--- config.mk ---
export PLATFORM = sky130hd
export DESIGN_NAME = sebt_bus_target
export DESIGN_NICKNAME = d
export VERILOG_FILES = /design/src/verilog/sebt_pkg.sv /design/src/verilog/sebt_line_if.sv /design/src/verilog/sebt_pin_filter.sv /design/src/verilog/sebt_bus_target.sv
export VERILOG_INCLUDE_DIRS = /design/src /design/src/verilog
export SDC_FILE = /design/constraint.sdc
export NUM_CORES = 1
export LEC_CHECK = 0
export BUFFER_PORTS_ARGS = -buffer_cell sky130_fd_sc_hd__buf_2
export CORE_AREA = 2 2 116 163
export CTS_BUF_LIST = sky130_fd_sc_hd__clkbuf_8
export CTS_CLUSTER_SIZE = 10
export DETAILED_ROUTE_END_ITERATION = 10
export DIE_AREA = 0 0 118 165
export GPL_TIMING_DRIVEN = 0
export SETUP_SLACK_MARGIN = 0.1
export SYNTH_ARGS = -nofsm -noshare
export SYNTH_HDL_FRONTEND = slang
export SYNTH_SLANG_ARGS = --single-unit
--- constraint.sdc ---
create_clock -name clk_i -period 3.1 [get_ports clk_i]
set_clock_uncertainty 0.15 [all_clocks]
set_input_delay 0.31 -clock clk_i [delete_from_list [all_inputs] [get_ports clk_i]]
set_output_delay 0.31 -clock clk_i [all_outputs]
set_load 0.03 [all_outputs]
--- src/verilog/sebt_cfg.svh ---
// timing constants for the serial eeprom bus target
// assumes a single system clock; all counts derive from its period
`ifndef SEBT_CFG_SVH
`define SEBT_CFG_SVH

`define SEBT_CLK_PERIOD_NS 100
`define SEBT_GLITCH_FILTER_WIDTH_NS 100
`define SEBT_GLITCH_CYC ((`SEBT_GLITCH_FILTER_WIDTH_NS + `SEBT_CLK_PERIOD_NS - 1) / `SEBT_CLK_PERIOD_NS)
`define SEBT_INTERNAL_PROGRAM_TIME_MS 5
`define SEBT_PROG_CYC ((`SEBT_INTERNAL_PROGRAM_TIME_MS * 1000000) / `SEBT_CLK_PERIOD_NS)
`define SEBT_POWERUP_READY_DELAY_MS 1
`define SEBT_PWRUP_CYC ((`SEBT_POWERUP_READY_DELAY_MS * 1000000) / `SEBT_CLK_PERIOD_NS)

`define SEBT_TYPE_MSB 7
`define SEBT_TYPE_LSB 4
`define SEBT_RSVD_BIT 3
`define SEBT_MEM_ADDR_BIT_NINE 2
`define SEBT_MEM_ADDR_BIT_EIGHT 1
`define SEBT_RW_BIT 0
`define SEBT_BITS_PER_BYTE 8

`endif

--- src/verilog/sebt_pkg.sv ---
// types shared by the bus target and its pin filters
// no constants here; numbers live in sebt_cfg.svh
package sebt_pkg;

   typedef enum logic [7:0] {
      ST_PWRUP  = 8'h01,
      ST_IDLE   = 8'h02,
      ST_RX     = 8'h04,
      ST_ACK    = 8'h08,
      ST_TX     = 8'h10,
      ST_TXACK  = 8'h20,
      ST_IGNORE = 8'h40,
      ST_PROG   = 8'h80
   } sebt_state_t;

   typedef struct packed {
      logic s1;
      logic s2;
      logic s3;
      logic lvl;
      logic [1:0] cnt;
      logic rise;
      logic fall;
   } sebt_filt_t;

   typedef struct packed {
      sebt_state_t st;
      logic [7:0] sh;
      logic [3:0] cnt;
      logic [1:0] byte_idx;
      logic rw;
      logic [9:0] addr;
      logic [9:0] wr_addr;
      logic [7:0] wr_data;
      logic wr_stb;
      logic commit;
      logic pend;
      logic wp_lat;
      logic tx_ack;
      logic [7:0] txd;
      logic oe_n;
      logic sda_out;
      logic [15:0] tmr;
      logic ready;
      logic busy;
   } sebt_core_t;

endpackage

--- src/verilog/sebt_line_if.sv ---
// filtered view of one bus line: settled level and edge pulses
// filled by sebt_pin_filter, read by the bus target
`timescale 1ns/1ns
interface sebt_line_if;
   logic level;
   logic rise;
   logic fall;
   modport src (output level, rise, fall);
   modport dst (input level, rise, fall);
endinterface

--- src/verilog/sebt_pin_filter.sv ---
// synchroniser and glitch filter for one asynchronous pin
// assumes the pin is asynchronous to clk_i
`timescale 1ns/1ns
`include "sebt_cfg.svh"
module sebt_pin_filter #(
   parameter logic INIT = 1'b1
) (
   input wire logic clk_i, // system clock
   input wire logic rst_n_i, // async reset, active low
   input wire logic pin_i, // raw pin level
   sebt_line_if.src line // filtered level and edges
);
   // two agreeing stages already span one full cycle, so the extra hold is one less;
   // a longer hold pushes the edge delay past half a fast bus clock period
   localparam logic [1:0] GLITCH_CYC = 2'(`SEBT_GLITCH_CYC - 1);
   localparam sebt_pkg::sebt_filt_t RST = '{s1: INIT, s2: INIT, s3: INIT, lvl: INIT,
                                             cnt: 2'h0, rise: 1'b0, fall: 1'b0};

   sebt_pkg::sebt_filt_t r_reg;
   sebt_pkg::sebt_filt_t r_next;

   always_comb
   begin
      r_next = r_reg;
      r_next.s1 = pin_i;
      r_next.s2 = r_reg.s1;
      r_next.s3 = r_reg.s2;
      r_next.rise = 1'b0;
      r_next.fall = 1'b0;
      // new level needs agreement of two stages plus a hold beyond the glitch width
      if ((r_reg.s2 == r_reg.s3) && (r_reg.s3 != r_reg.lvl))
      begin
         if (r_reg.cnt >= GLITCH_CYC)
         begin
            r_next.lvl = r_reg.s3;
            r_next.rise = r_reg.s3;
            r_next.fall = ~r_reg.s3;
            r_next.cnt = 2'h0;
         end
         else
         begin
            r_next.cnt = r_reg.cnt + 2'h1;
         end
      end
      else
      begin
         r_next.cnt = 2'h0;
      end
   end

   always_ff @(posedge clk_i or negedge rst_n_i)
   begin
      if (!rst_n_i)
         r_reg <= RST;
      else
         r_reg <= r_next;
   end

   assign line.level = r_reg.lvl;
   assign line.rise = r_reg.rise;
   assign line.fall = r_reg.fall;

endmodule // sebt_pin_filter

--- src/verilog/sebt_bus_target.sv ---
// two-wire bus target front end of a small serial eeprom
// assumes an outside controller drives the bus clock; memory array sits outside,
// answering rd_addr_o combinationally on rd_data_i and taking writes by strobe
`timescale 1ns/1ns
`include "sebt_cfg.svh"
module sebt_bus_target #(
   parameter logic [3:0] DEV_TYPE = 4'h5, // arbitrary device-type code
   parameter int PROG_CYC = `SEBT_PROG_CYC, // internal_program_time in cycles
   parameter int PWRUP_CYC = `SEBT_PWRUP_CYC // powerup_ready_delay in cycles
) (
   input wire logic clk_i, // system clock, 10 MHz
   input wire logic rst_n_i, // power-on reset, active low
   input wire logic scl_i, // bus clock pin
   input wire logic sda_i, // bus data pin, input side
   output logic sda_o, // bus data pin, output value (always low)
   output logic sda_oe_n_o, // bus data enable, low pulls line low
   input wire logic wp_i, // write protect pin
   output logic [9:0] rd_addr_o, // current memory address
   input wire logic [7:0] rd_data_i, // memory byte at rd_addr_o
   output logic [9:0] wr_addr_o, // page buffer write address
   output logic [7:0] wr_data_o, // page buffer write data
   output logic wr_stb_o, // page buffer write pulse
   output logic prog_start_o, // pulse: start internal write cycle
   output logic busy_o, // internal write cycle running
   output logic ready_o // standby reached after power-up
);
   localparam logic [15:0] PROG_LAST = 16'(PROG_CYC - 1);
   localparam logic [15:0] PWRUP_LAST = 16'(PWRUP_CYC - 1);
   localparam logic [3:0] BYTE_END = 4'(`SEBT_BITS_PER_BYTE);
   localparam sebt_pkg::sebt_core_t RST = '{
      st: sebt_pkg::ST_PWRUP, sh: 8'h00, cnt: 4'h0, byte_idx: 2'h0, rw: 1'b0,
      addr: 10'h000, wr_addr: 10'h000, wr_data: 8'h00, wr_stb: 1'b0, commit: 1'b0,
      pend: 1'b0, wp_lat: 1'b0, tx_ack: 1'b0, txd: 8'h00, oe_n: 1'b1, sda_out: 1'b0,
      tmr: 16'h0000, ready: 1'b0, busy: 1'b0};

   sebt_line_if scl_l ();
   sebt_line_if sda_l ();
   sebt_line_if wp_l ();

   sebt_pin_filter #(.INIT(1'b1)) u_scl_filt
   (
      .clk_i(clk_i),
      .rst_n_i(rst_n_i),
      .pin_i(scl_i),
      .line(scl_l)
   );

   sebt_pin_filter #(.INIT(1'b1)) u_sda_filt
   (
      .clk_i(clk_i),
      .rst_n_i(rst_n_i),
      .pin_i(sda_i),
      .line(sda_l)
   );

   // wp is a plain level but still crosses in from a pin
   sebt_pin_filter #(.INIT(1'b0)) u_wp_filt
   (
      .clk_i(clk_i),
      .rst_n_i(rst_n_i),
      .pin_i(wp_i),
      .line(wp_l)
   );

   sebt_pkg::sebt_core_t r_reg;
   sebt_pkg::sebt_core_t r_next;

   logic start_det;
   logic stop_det;
   logic accept;

   assign start_det = sda_l.fall & scl_l.level;
   assign stop_det = sda_l.rise & scl_l.level;

   always_comb
   begin
      r_next = r_reg;
      accept = 1'b0;
      r_next.wr_stb = 1'b0;
      r_next.commit = 1'b0;
      r_next.sda_out = 1'b0;
      case (r_reg.st)
         sebt_pkg::ST_PWRUP:
         begin
            // bus ignored until the ready delay has run out
            if (r_reg.tmr >= PWRUP_LAST)
            begin
               r_next.st = sebt_pkg::ST_IDLE;
               r_next.tmr = 16'h0000;
            end
            else
            begin
               r_next.tmr = r_reg.tmr + 16'h0001;
            end
         end
         sebt_pkg::ST_IDLE:
         begin
            r_next.oe_n = 1'b1;
         end
         sebt_pkg::ST_RX:
         begin
            if (scl_l.rise && (r_reg.cnt < BYTE_END))
            begin
               r_next.sh = {r_reg.sh[6:0], sda_l.level};
               r_next.cnt = r_reg.cnt + 4'h1;
            end
            if (scl_l.fall && (r_reg.cnt == BYTE_END))
            begin
               case (r_reg.byte_idx)
                  2'h0:
                  begin
                     // reserved bit is not checked
                     if (r_reg.sh[`SEBT_TYPE_MSB:`SEBT_TYPE_LSB] == DEV_TYPE)
                     begin
                        accept = 1'b1;
                        r_next.rw = r_reg.sh[`SEBT_RW_BIT];
                        r_next.addr[9] = r_reg.sh[`SEBT_MEM_ADDR_BIT_NINE];
                        r_next.addr[8] = r_reg.sh[`SEBT_MEM_ADDR_BIT_EIGHT];
                     end
                  end
                  2'h1:
                  begin
                     accept = 1'b1;
                     r_next.addr[7:0] = r_reg.sh;
                  end
                  default:
                  begin
                     if (!r_reg.wp_lat && !wp_l.level)
                     begin
                        accept = 1'b1;
                        r_next.wr_stb = 1'b1;
                        r_next.wr_addr = r_reg.addr;
                        r_next.wr_data = r_reg.sh;
                        r_next.pend = 1'b1;
                        // page wrap: only the low four bits advance
                        r_next.addr[3:0] = r_reg.addr[3:0] + 4'h1;
                     end
                     else
                     begin
                        r_next.pend = 1'b0;
                     end
                  end
               endcase
               if (r_reg.byte_idx != 2'h3)
                  r_next.byte_idx = r_reg.byte_idx + 2'h1;
               if (accept)
               begin
                  r_next.st = sebt_pkg::ST_ACK;
                  r_next.oe_n = 1'b0;
               end
               else
               begin
                  r_next.st = sebt_pkg::ST_IGNORE;
               end
            end
         end
         sebt_pkg::ST_ACK:
         begin
            if (scl_l.fall)
            begin
               // this fall ends the ninth clock of the word address byte
               if (r_reg.byte_idx == 2'h2)
                  r_next.wp_lat = wp_l.level;
               if (r_reg.rw)
               begin
                  r_next.txd = rd_data_i;
                  r_next.oe_n = rd_data_i[7];
                  r_next.cnt = 4'h1;
                  r_next.st = sebt_pkg::ST_TX;
               end
               else
               begin
                  r_next.oe_n = 1'b1;
                  r_next.cnt = 4'h0;
                  r_next.st = sebt_pkg::ST_RX;
               end
            end
         end
         sebt_pkg::ST_TX:
         begin
            if (scl_l.fall)
            begin
               if (r_reg.cnt == BYTE_END)
               begin
                  r_next.oe_n = 1'b1;
                  r_next.addr = r_reg.addr + 10'h001;
                  r_next.st = sebt_pkg::ST_TXACK;
               end
               else
               begin
                  r_next.oe_n = r_reg.txd[6];
                  r_next.txd = {r_reg.txd[6:0], 1'b0};
                  r_next.cnt = r_reg.cnt + 4'h1;
               end
            end
         end
         sebt_pkg::ST_TXACK:
         begin
            if (scl_l.rise)
               r_next.tx_ack = ~sda_l.level;
            if (scl_l.fall)
            begin
               if (r_reg.tx_ack)
               begin
                  r_next.txd = rd_data_i;
                  r_next.oe_n = rd_data_i[7];
                  r_next.cnt = 4'h1;
                  r_next.st = sebt_pkg::ST_TX;
               end
               else
               begin
                  r_next.st = sebt_pkg::ST_IGNORE;
               end
            end
         end
         sebt_pkg::ST_IGNORE:
         begin
            r_next.oe_n = 1'b1;
         end
         sebt_pkg::ST_PROG:
         begin
            // line stays released, so polling controllers see no acknowledge
            r_next.oe_n = 1'b1;
            if (r_reg.tmr >= PROG_LAST)
            begin
               r_next.st = sebt_pkg::ST_IDLE;
               r_next.tmr = 16'h0000;
            end
            else
            begin
               r_next.tmr = r_reg.tmr + 16'h0001;
            end
         end
         default:
         begin
            r_next = RST;
         end
      endcase

      // bus conditions override the byte engine, but not power-up or programming
      if ((r_reg.st != sebt_pkg::ST_PWRUP) && (r_reg.st != sebt_pkg::ST_PROG))
      begin
         if (start_det)
         begin
            r_next.st = sebt_pkg::ST_RX;
            r_next.cnt = 4'h0;
            r_next.byte_idx = 2'h0;
            r_next.oe_n = 1'b1;
            r_next.pend = 1'b0;
            r_next.wp_lat = 1'b0;
         end
         else if (stop_det)
         begin
            r_next.oe_n = 1'b1;
            r_next.pend = 1'b0;
            if (r_reg.pend && !wp_l.level)
            begin
               r_next.st = sebt_pkg::ST_PROG;
               r_next.commit = 1'b1;
               r_next.tmr = 16'h0000;
            end
            else
            begin
               r_next.st = sebt_pkg::ST_IDLE;
            end
         end
      end

      r_next.ready = (r_next.st != sebt_pkg::ST_PWRUP);
      r_next.busy = (r_next.st == sebt_pkg::ST_PROG);
   end

   always_ff @(posedge clk_i or negedge rst_n_i)
   begin
      if (!rst_n_i)
         r_reg <= RST;
      else
         r_reg <= r_next;
   end

   assign sda_o = r_reg.sda_out;
   assign sda_oe_n_o = r_reg.oe_n;
   assign rd_addr_o = r_reg.addr;
   assign wr_addr_o = r_reg.wr_addr;
   assign wr_data_o = r_reg.wr_data;
   assign wr_stb_o = r_reg.wr_stb;
   assign prog_start_o = r_reg.commit;
   assign busy_o = r_reg.busy;
   assign ready_o = r_reg.ready;

endmodule // sebt_bus_target

== Word-level counts from Yosys, hierarchy flattened ==
Index checks and enable logic that the tools add are counted.
Word-level totals
  register bits: 104
  bits of input ports: 13
  output and inout bits: 34
  word-level logic and storage cells: 223
Operators by class
  $add $sub $neg: 8
  $lt $le $gt $ge: 6
  equality and inequality tests: 40
  multiplexer cells: 90
  bitwise gates (word level): 9
  reductions and logical operators: 31
Operator list (count)
  $mux W8: 15
  $mux W16: 6
  $pmux W8 S7: 1
  $pmux W16 S3: 1
  $pmux W19 S2: 1
  $mux W32: 1
  $pmux W10 S3: 1
  $mux W7: 4
  $pmux W7 S4: 1
  $mux W2: 12
  $mux W4: 6
  $mux W23: 1
  $ne A2 B2 Y1 const B: 11
  $mux W1: 21
  $reduce_or A7 Y1: 3
  $mux W10: 2
  $pmux W4 S5: 1
  $mux W19: 1
  $add A16 B1 Y16 const B: 1
  $eq A8 B8 Y1 const B: 2
  $ge A16 B14 Y1 const B: 1
  $ge A16 B16 Y1 const B: 1
  $ne A8 B1 Y1 const B: 2
  $pmux W8 S2: 1
  43 further kinds: 87

== Logic depth before layout (Yosys ltp) ==
  depth in word-level cells: 13
  gate-level depth with buffers: 10
  mapped depth without buffers: 8

== Modules after synthesis ==
A second synthesis with hierarchy kept.
Unflattened totals
  cells, all modules: 550
  area, all modules: 5350.1 µm²
Modules (own cells, without submodules)
  sebt_bus_target: times used 1, cells each 523, area each 4803.4 µm², sequential area each 2054.5 µm²
  sebt_pin_filter at u_scl_filt ...: times used 2, cells each 9, area each 183.9 µm², sequential area each 155.1 µm²
  sebt_pin_filter at u_wp_filt: times used 1, cells each 9, area each 178.9 µm², sequential area each 150.1 µm²

== Worst setup path after synthesis ==
Ideal clock, no wire load.
  kind: register -> register
  start: register r_reg[76] in the netlist's numbering
  end: register r_reg, in the netlist wr_addr_o[5]
  library setup time: 121 ps
  arrival time: 2115 ps
  required time: 2829 ps
  path slack: 714 ps
  stages on the path, launching flop included: 10
  path buffers: 3
  clock period less this slack: 2386 ps
  cells stage by stage: dfstp_2 > buf_2 > xor2_1 > o211a_1 > o21ai_1 > nand3_1 > a21o_1 > buf_2 > buf_2 > a22o_1
On the way
  longest elaborated chain between the ends: 4
  elaborated cells between the ends (all ways): 15
  those cells by class: 11 x eq/ne; 1 x mux; 1 x bitwise; 2 x reduce/logical
Ends and longest elaborated chain
  from (decl): line sebt_bus_target.sv:65  | sebt_pkg::sebt_core_t r_reg;
  from (signal assigned): line sebt_bus_target.sv:278  | r_reg <= r_next;
  $eq A8 B8 Y1 (tied with other cells): line sebt_bus_target.sv:82  | case (r_reg.st)
  $reduce_or A7 Y1 (no line)
  $not A1 Y1 (no line)
  $reduce_and A4 Y1 (no line)
Parallel ways exist; a longest one is shown, timed or not.
A chain may end at the register's enable or synchronous reset.

== Worst setup path after layout ==
  start: register r_reg[76] in the netlist's numbering
  end: register r_reg, in the netlist wr_data_o[2]
Same word-level chain as after synthesis.

==> metrics.txt <==
run status finished clean; IO Pins between 40 and 50; H-tree Lvls 3; sequential share of power 0.583; Final GP Congestion between 0.9 and 1; GRT Overall Usage 0.147; max-slew violation count 0; Die H 165 um; Worst Path Max Fanout 10; clk buf depth 2; Peak Freq 348 MHz; type of the worst setup path flop to flop; most frequent cells in the layout dfrtp_1, buf_2, nand2_1; sequential cell area fraction in the yosys report 0.464; Die ar. 19,500 um^2; DRC 0; initial antenna violation count 0; Finished Cell Area about 6000 um^2; Core Area between 15,000 and 20,000 um^2; placed inst area 5870 um^2; # diodes 0; Wirelength per Cell 15.8 um; Routed Antenna Nets 0; setup TNS 0 ns; ys flop type dfrtp_1; Slew headroom 0.487; Mapped Cells 562; ys async rst share 1.00; routed wire length ~14,000 um; largest net degree at the start of global routing 54; clock share of power 0.390; worst hold start rd_data_i[7]; final setup vio count 0; max FFs per register between 40 and 50; Comb pwr share 0.027; Min Hold Slack about 0.078 ns; fin crit period around 2.9 ns; vias in the first global route between 4,000 and 5,000; DR pass1 iterations 5; max_cap viols 0; Yosys reg bits 98; Clock Latency Late Sink 0.40 ns; first-pass GRT wire length 23,000 um; Max VDD drop ~180 uV; HPWL Detailed just under 10,000 um; P&R area growth vs syn 15.3%; post-synthesis instance area around 5300 um^2; synth unique cells between 70 and 80; internal power roughly 0.0016 W; Initial Util 0.297; Hold Path Class input port to flop; Final Util 0.342; routed via count about 4,500; synthesis warning total 0; most common cell after layout, fill and taps aside dfrtp_1; worst r2r src r_reg[76]; die width about 120 um; Crit path arrival time 3.02 ns; Root Buffer clkbuf_8; CTS tree built; LEAKAGE roughly 2.8 nW; Slew @ Worst Pin roughly 0.76 ns; GRT overflow 0; PortBufs 45; DRT iter0 DRCs 367; CTS Buf Count 9; row count 58; RSZ-0062 raised after global routing true; Post-synth EDFFs 0; Final nets between 600 and 700; Via-to-Cell Ratio approximately 5.2; worst setup path start r_reg[76]; Required @ worst endpoint ~3.2 ns; crit path launch type flop; share of layout cells above drive strength 1 0.219; clock sink count about 100; Worst setup EP type flop; Syn Area/Cell ~9.5 um^2; pwr dens between 300 and 400 nW/um^2; Reg clk slew, reported paths 0.11 ns; Tcrit/Tclk final 0.928; post-synth net total slightly below 600; Fill cells ~1,900; Final Hold Fails 0; Net Sw Frac 0.268; P_sw roughly 0.0006 W
[per-layer routing]
| metal | GRT usage | share of wire | wire length (um) | vias up |
|---|---|---|---|---|
| met5 | 0 | 0 | 0 | - |
| met4 | 0.0641 | 0.030 | 419 | 0 |
| met3 | 0.0259 | 0.037 | 505 | 31 |
| met2 | 0.257 | 0.50 | 6950 | 126 |
| met1 | 0.179 | 0.43 | 5900 | 2176 |
| li1 | - | - | - | 2160 |
[worst max-delay path, stage by stage, from the launching register on]
cell     delay, ns
dfstp_2       0.54
buf_2         0.22
xor2_1        0.10
o211a_1       0.25
o21ai_1       0.41
nand3_1       0.29
a21o_1        0.24
buf_2         0.17
buf_2         0.20
a22o_1        0.19
[Yosys cell counts (5+ instances only)]
library cell	number	area share
nor2b_1	5	0.0059
clkbuf_1	8	0.0056
buf_2	12	0.011
a21oi_1	32	0.030
nand3_1	27	0.025
nand2b_1	7	0.0082
o21ai_1	7	0.0066
a31oi_1	11	0.013
inv_1	18	0.013
and2_1	7	0.0082
o21ai_0	31	0.029
nor2_1	44	0.031
nand2_1	48	0.034
dfrtp_1	88	0.41
buf_4	29	0.041
a22o_1	38	0.063
and3_1	12	0.014
nor3_1	17	0.016
nand3b_1	7	0.0099
dfstp_2	10	0.049
[metrics by stage]
step | cells | total power [W] | setup WS, ns
2_1_floorplan | 562 | 0.00134 | 0.714
3_5_place_dp | 848 | 0.00139 | 0.0902
5_1_grt | 869 | 0.00234 | 0.0847
4_1_cts | 869 | 0.00228 | 0.128
6_report | 869 | 0.00224 | 0.223
3_3_place_gp | 847 | 0.00138 | 0.0909
[cell type report]
cell class                 instances  area (um^2)  area share
inverter                          18         67.6      0.0110
multi-input combinational        393         2450       0.400
clock buffer                       9          124      0.0202
buffer                            53          340      0.0555
clock inverter                     7         76.3      0.0124
tap                              240          300      0.0490
sequential                        98         2460       0.402
timing repair buffer              51          305      0.0498
[timing repair]
item	4_1_cts	5_1_grt
endpoints found under the setup margin	7	20
hold buffers	5	0
buffers inserted	0	0
resized for setup	1	4
hold endpoints to repair	46	0
[cell families (layout without fill, tap and decap cells)]
kind of cell | Yosys count | after routing | share of synthesized area
xor+xnor | 6 | 6 | 0.00989
fa+ha+maj | 7 | 7 | 0.0151
buf+inv | 71 | 138 | 0.0763
mux | 1 | 1 | 0.00188
other cells | 1 | 1 | 0.000706
compound gates | 169 | 169 | 0.224
flops | 98 | 98 | 0.464
simple gates | 209 | 209 | 0.209
[worst paths after layout]
path	slack, ns	cells past startpoint	end
worst min register to register	0.21	0	u_wp_filt.r_next[5]
worst max-delay path	0.22	9	wr_data_o[2]
min in group asynchronous	0.30	2	wr_data_o[6]
max in group asynchronous	1.76	3	r_reg[76]
worst max register to register	0.22	9	wr_data_o[2]
worst min-delay path	0.08	3	sda_oe_n_o
[power groups by stage]
stage          clock network (W)  logic (W)  registers (W)
2_1_floorplan                  0  0.0000156        0.00133
3_3_place_gp                   0  0.0000541        0.00133
3_5_place_dp                   0  0.0000594        0.00133
4_1_cts                 0.000904  0.0000645        0.00131
5_1_grt                 0.000956  0.0000704        0.00131
6_report                0.000874  0.0000612        0.00131
(Power assumes the default switching activity.)
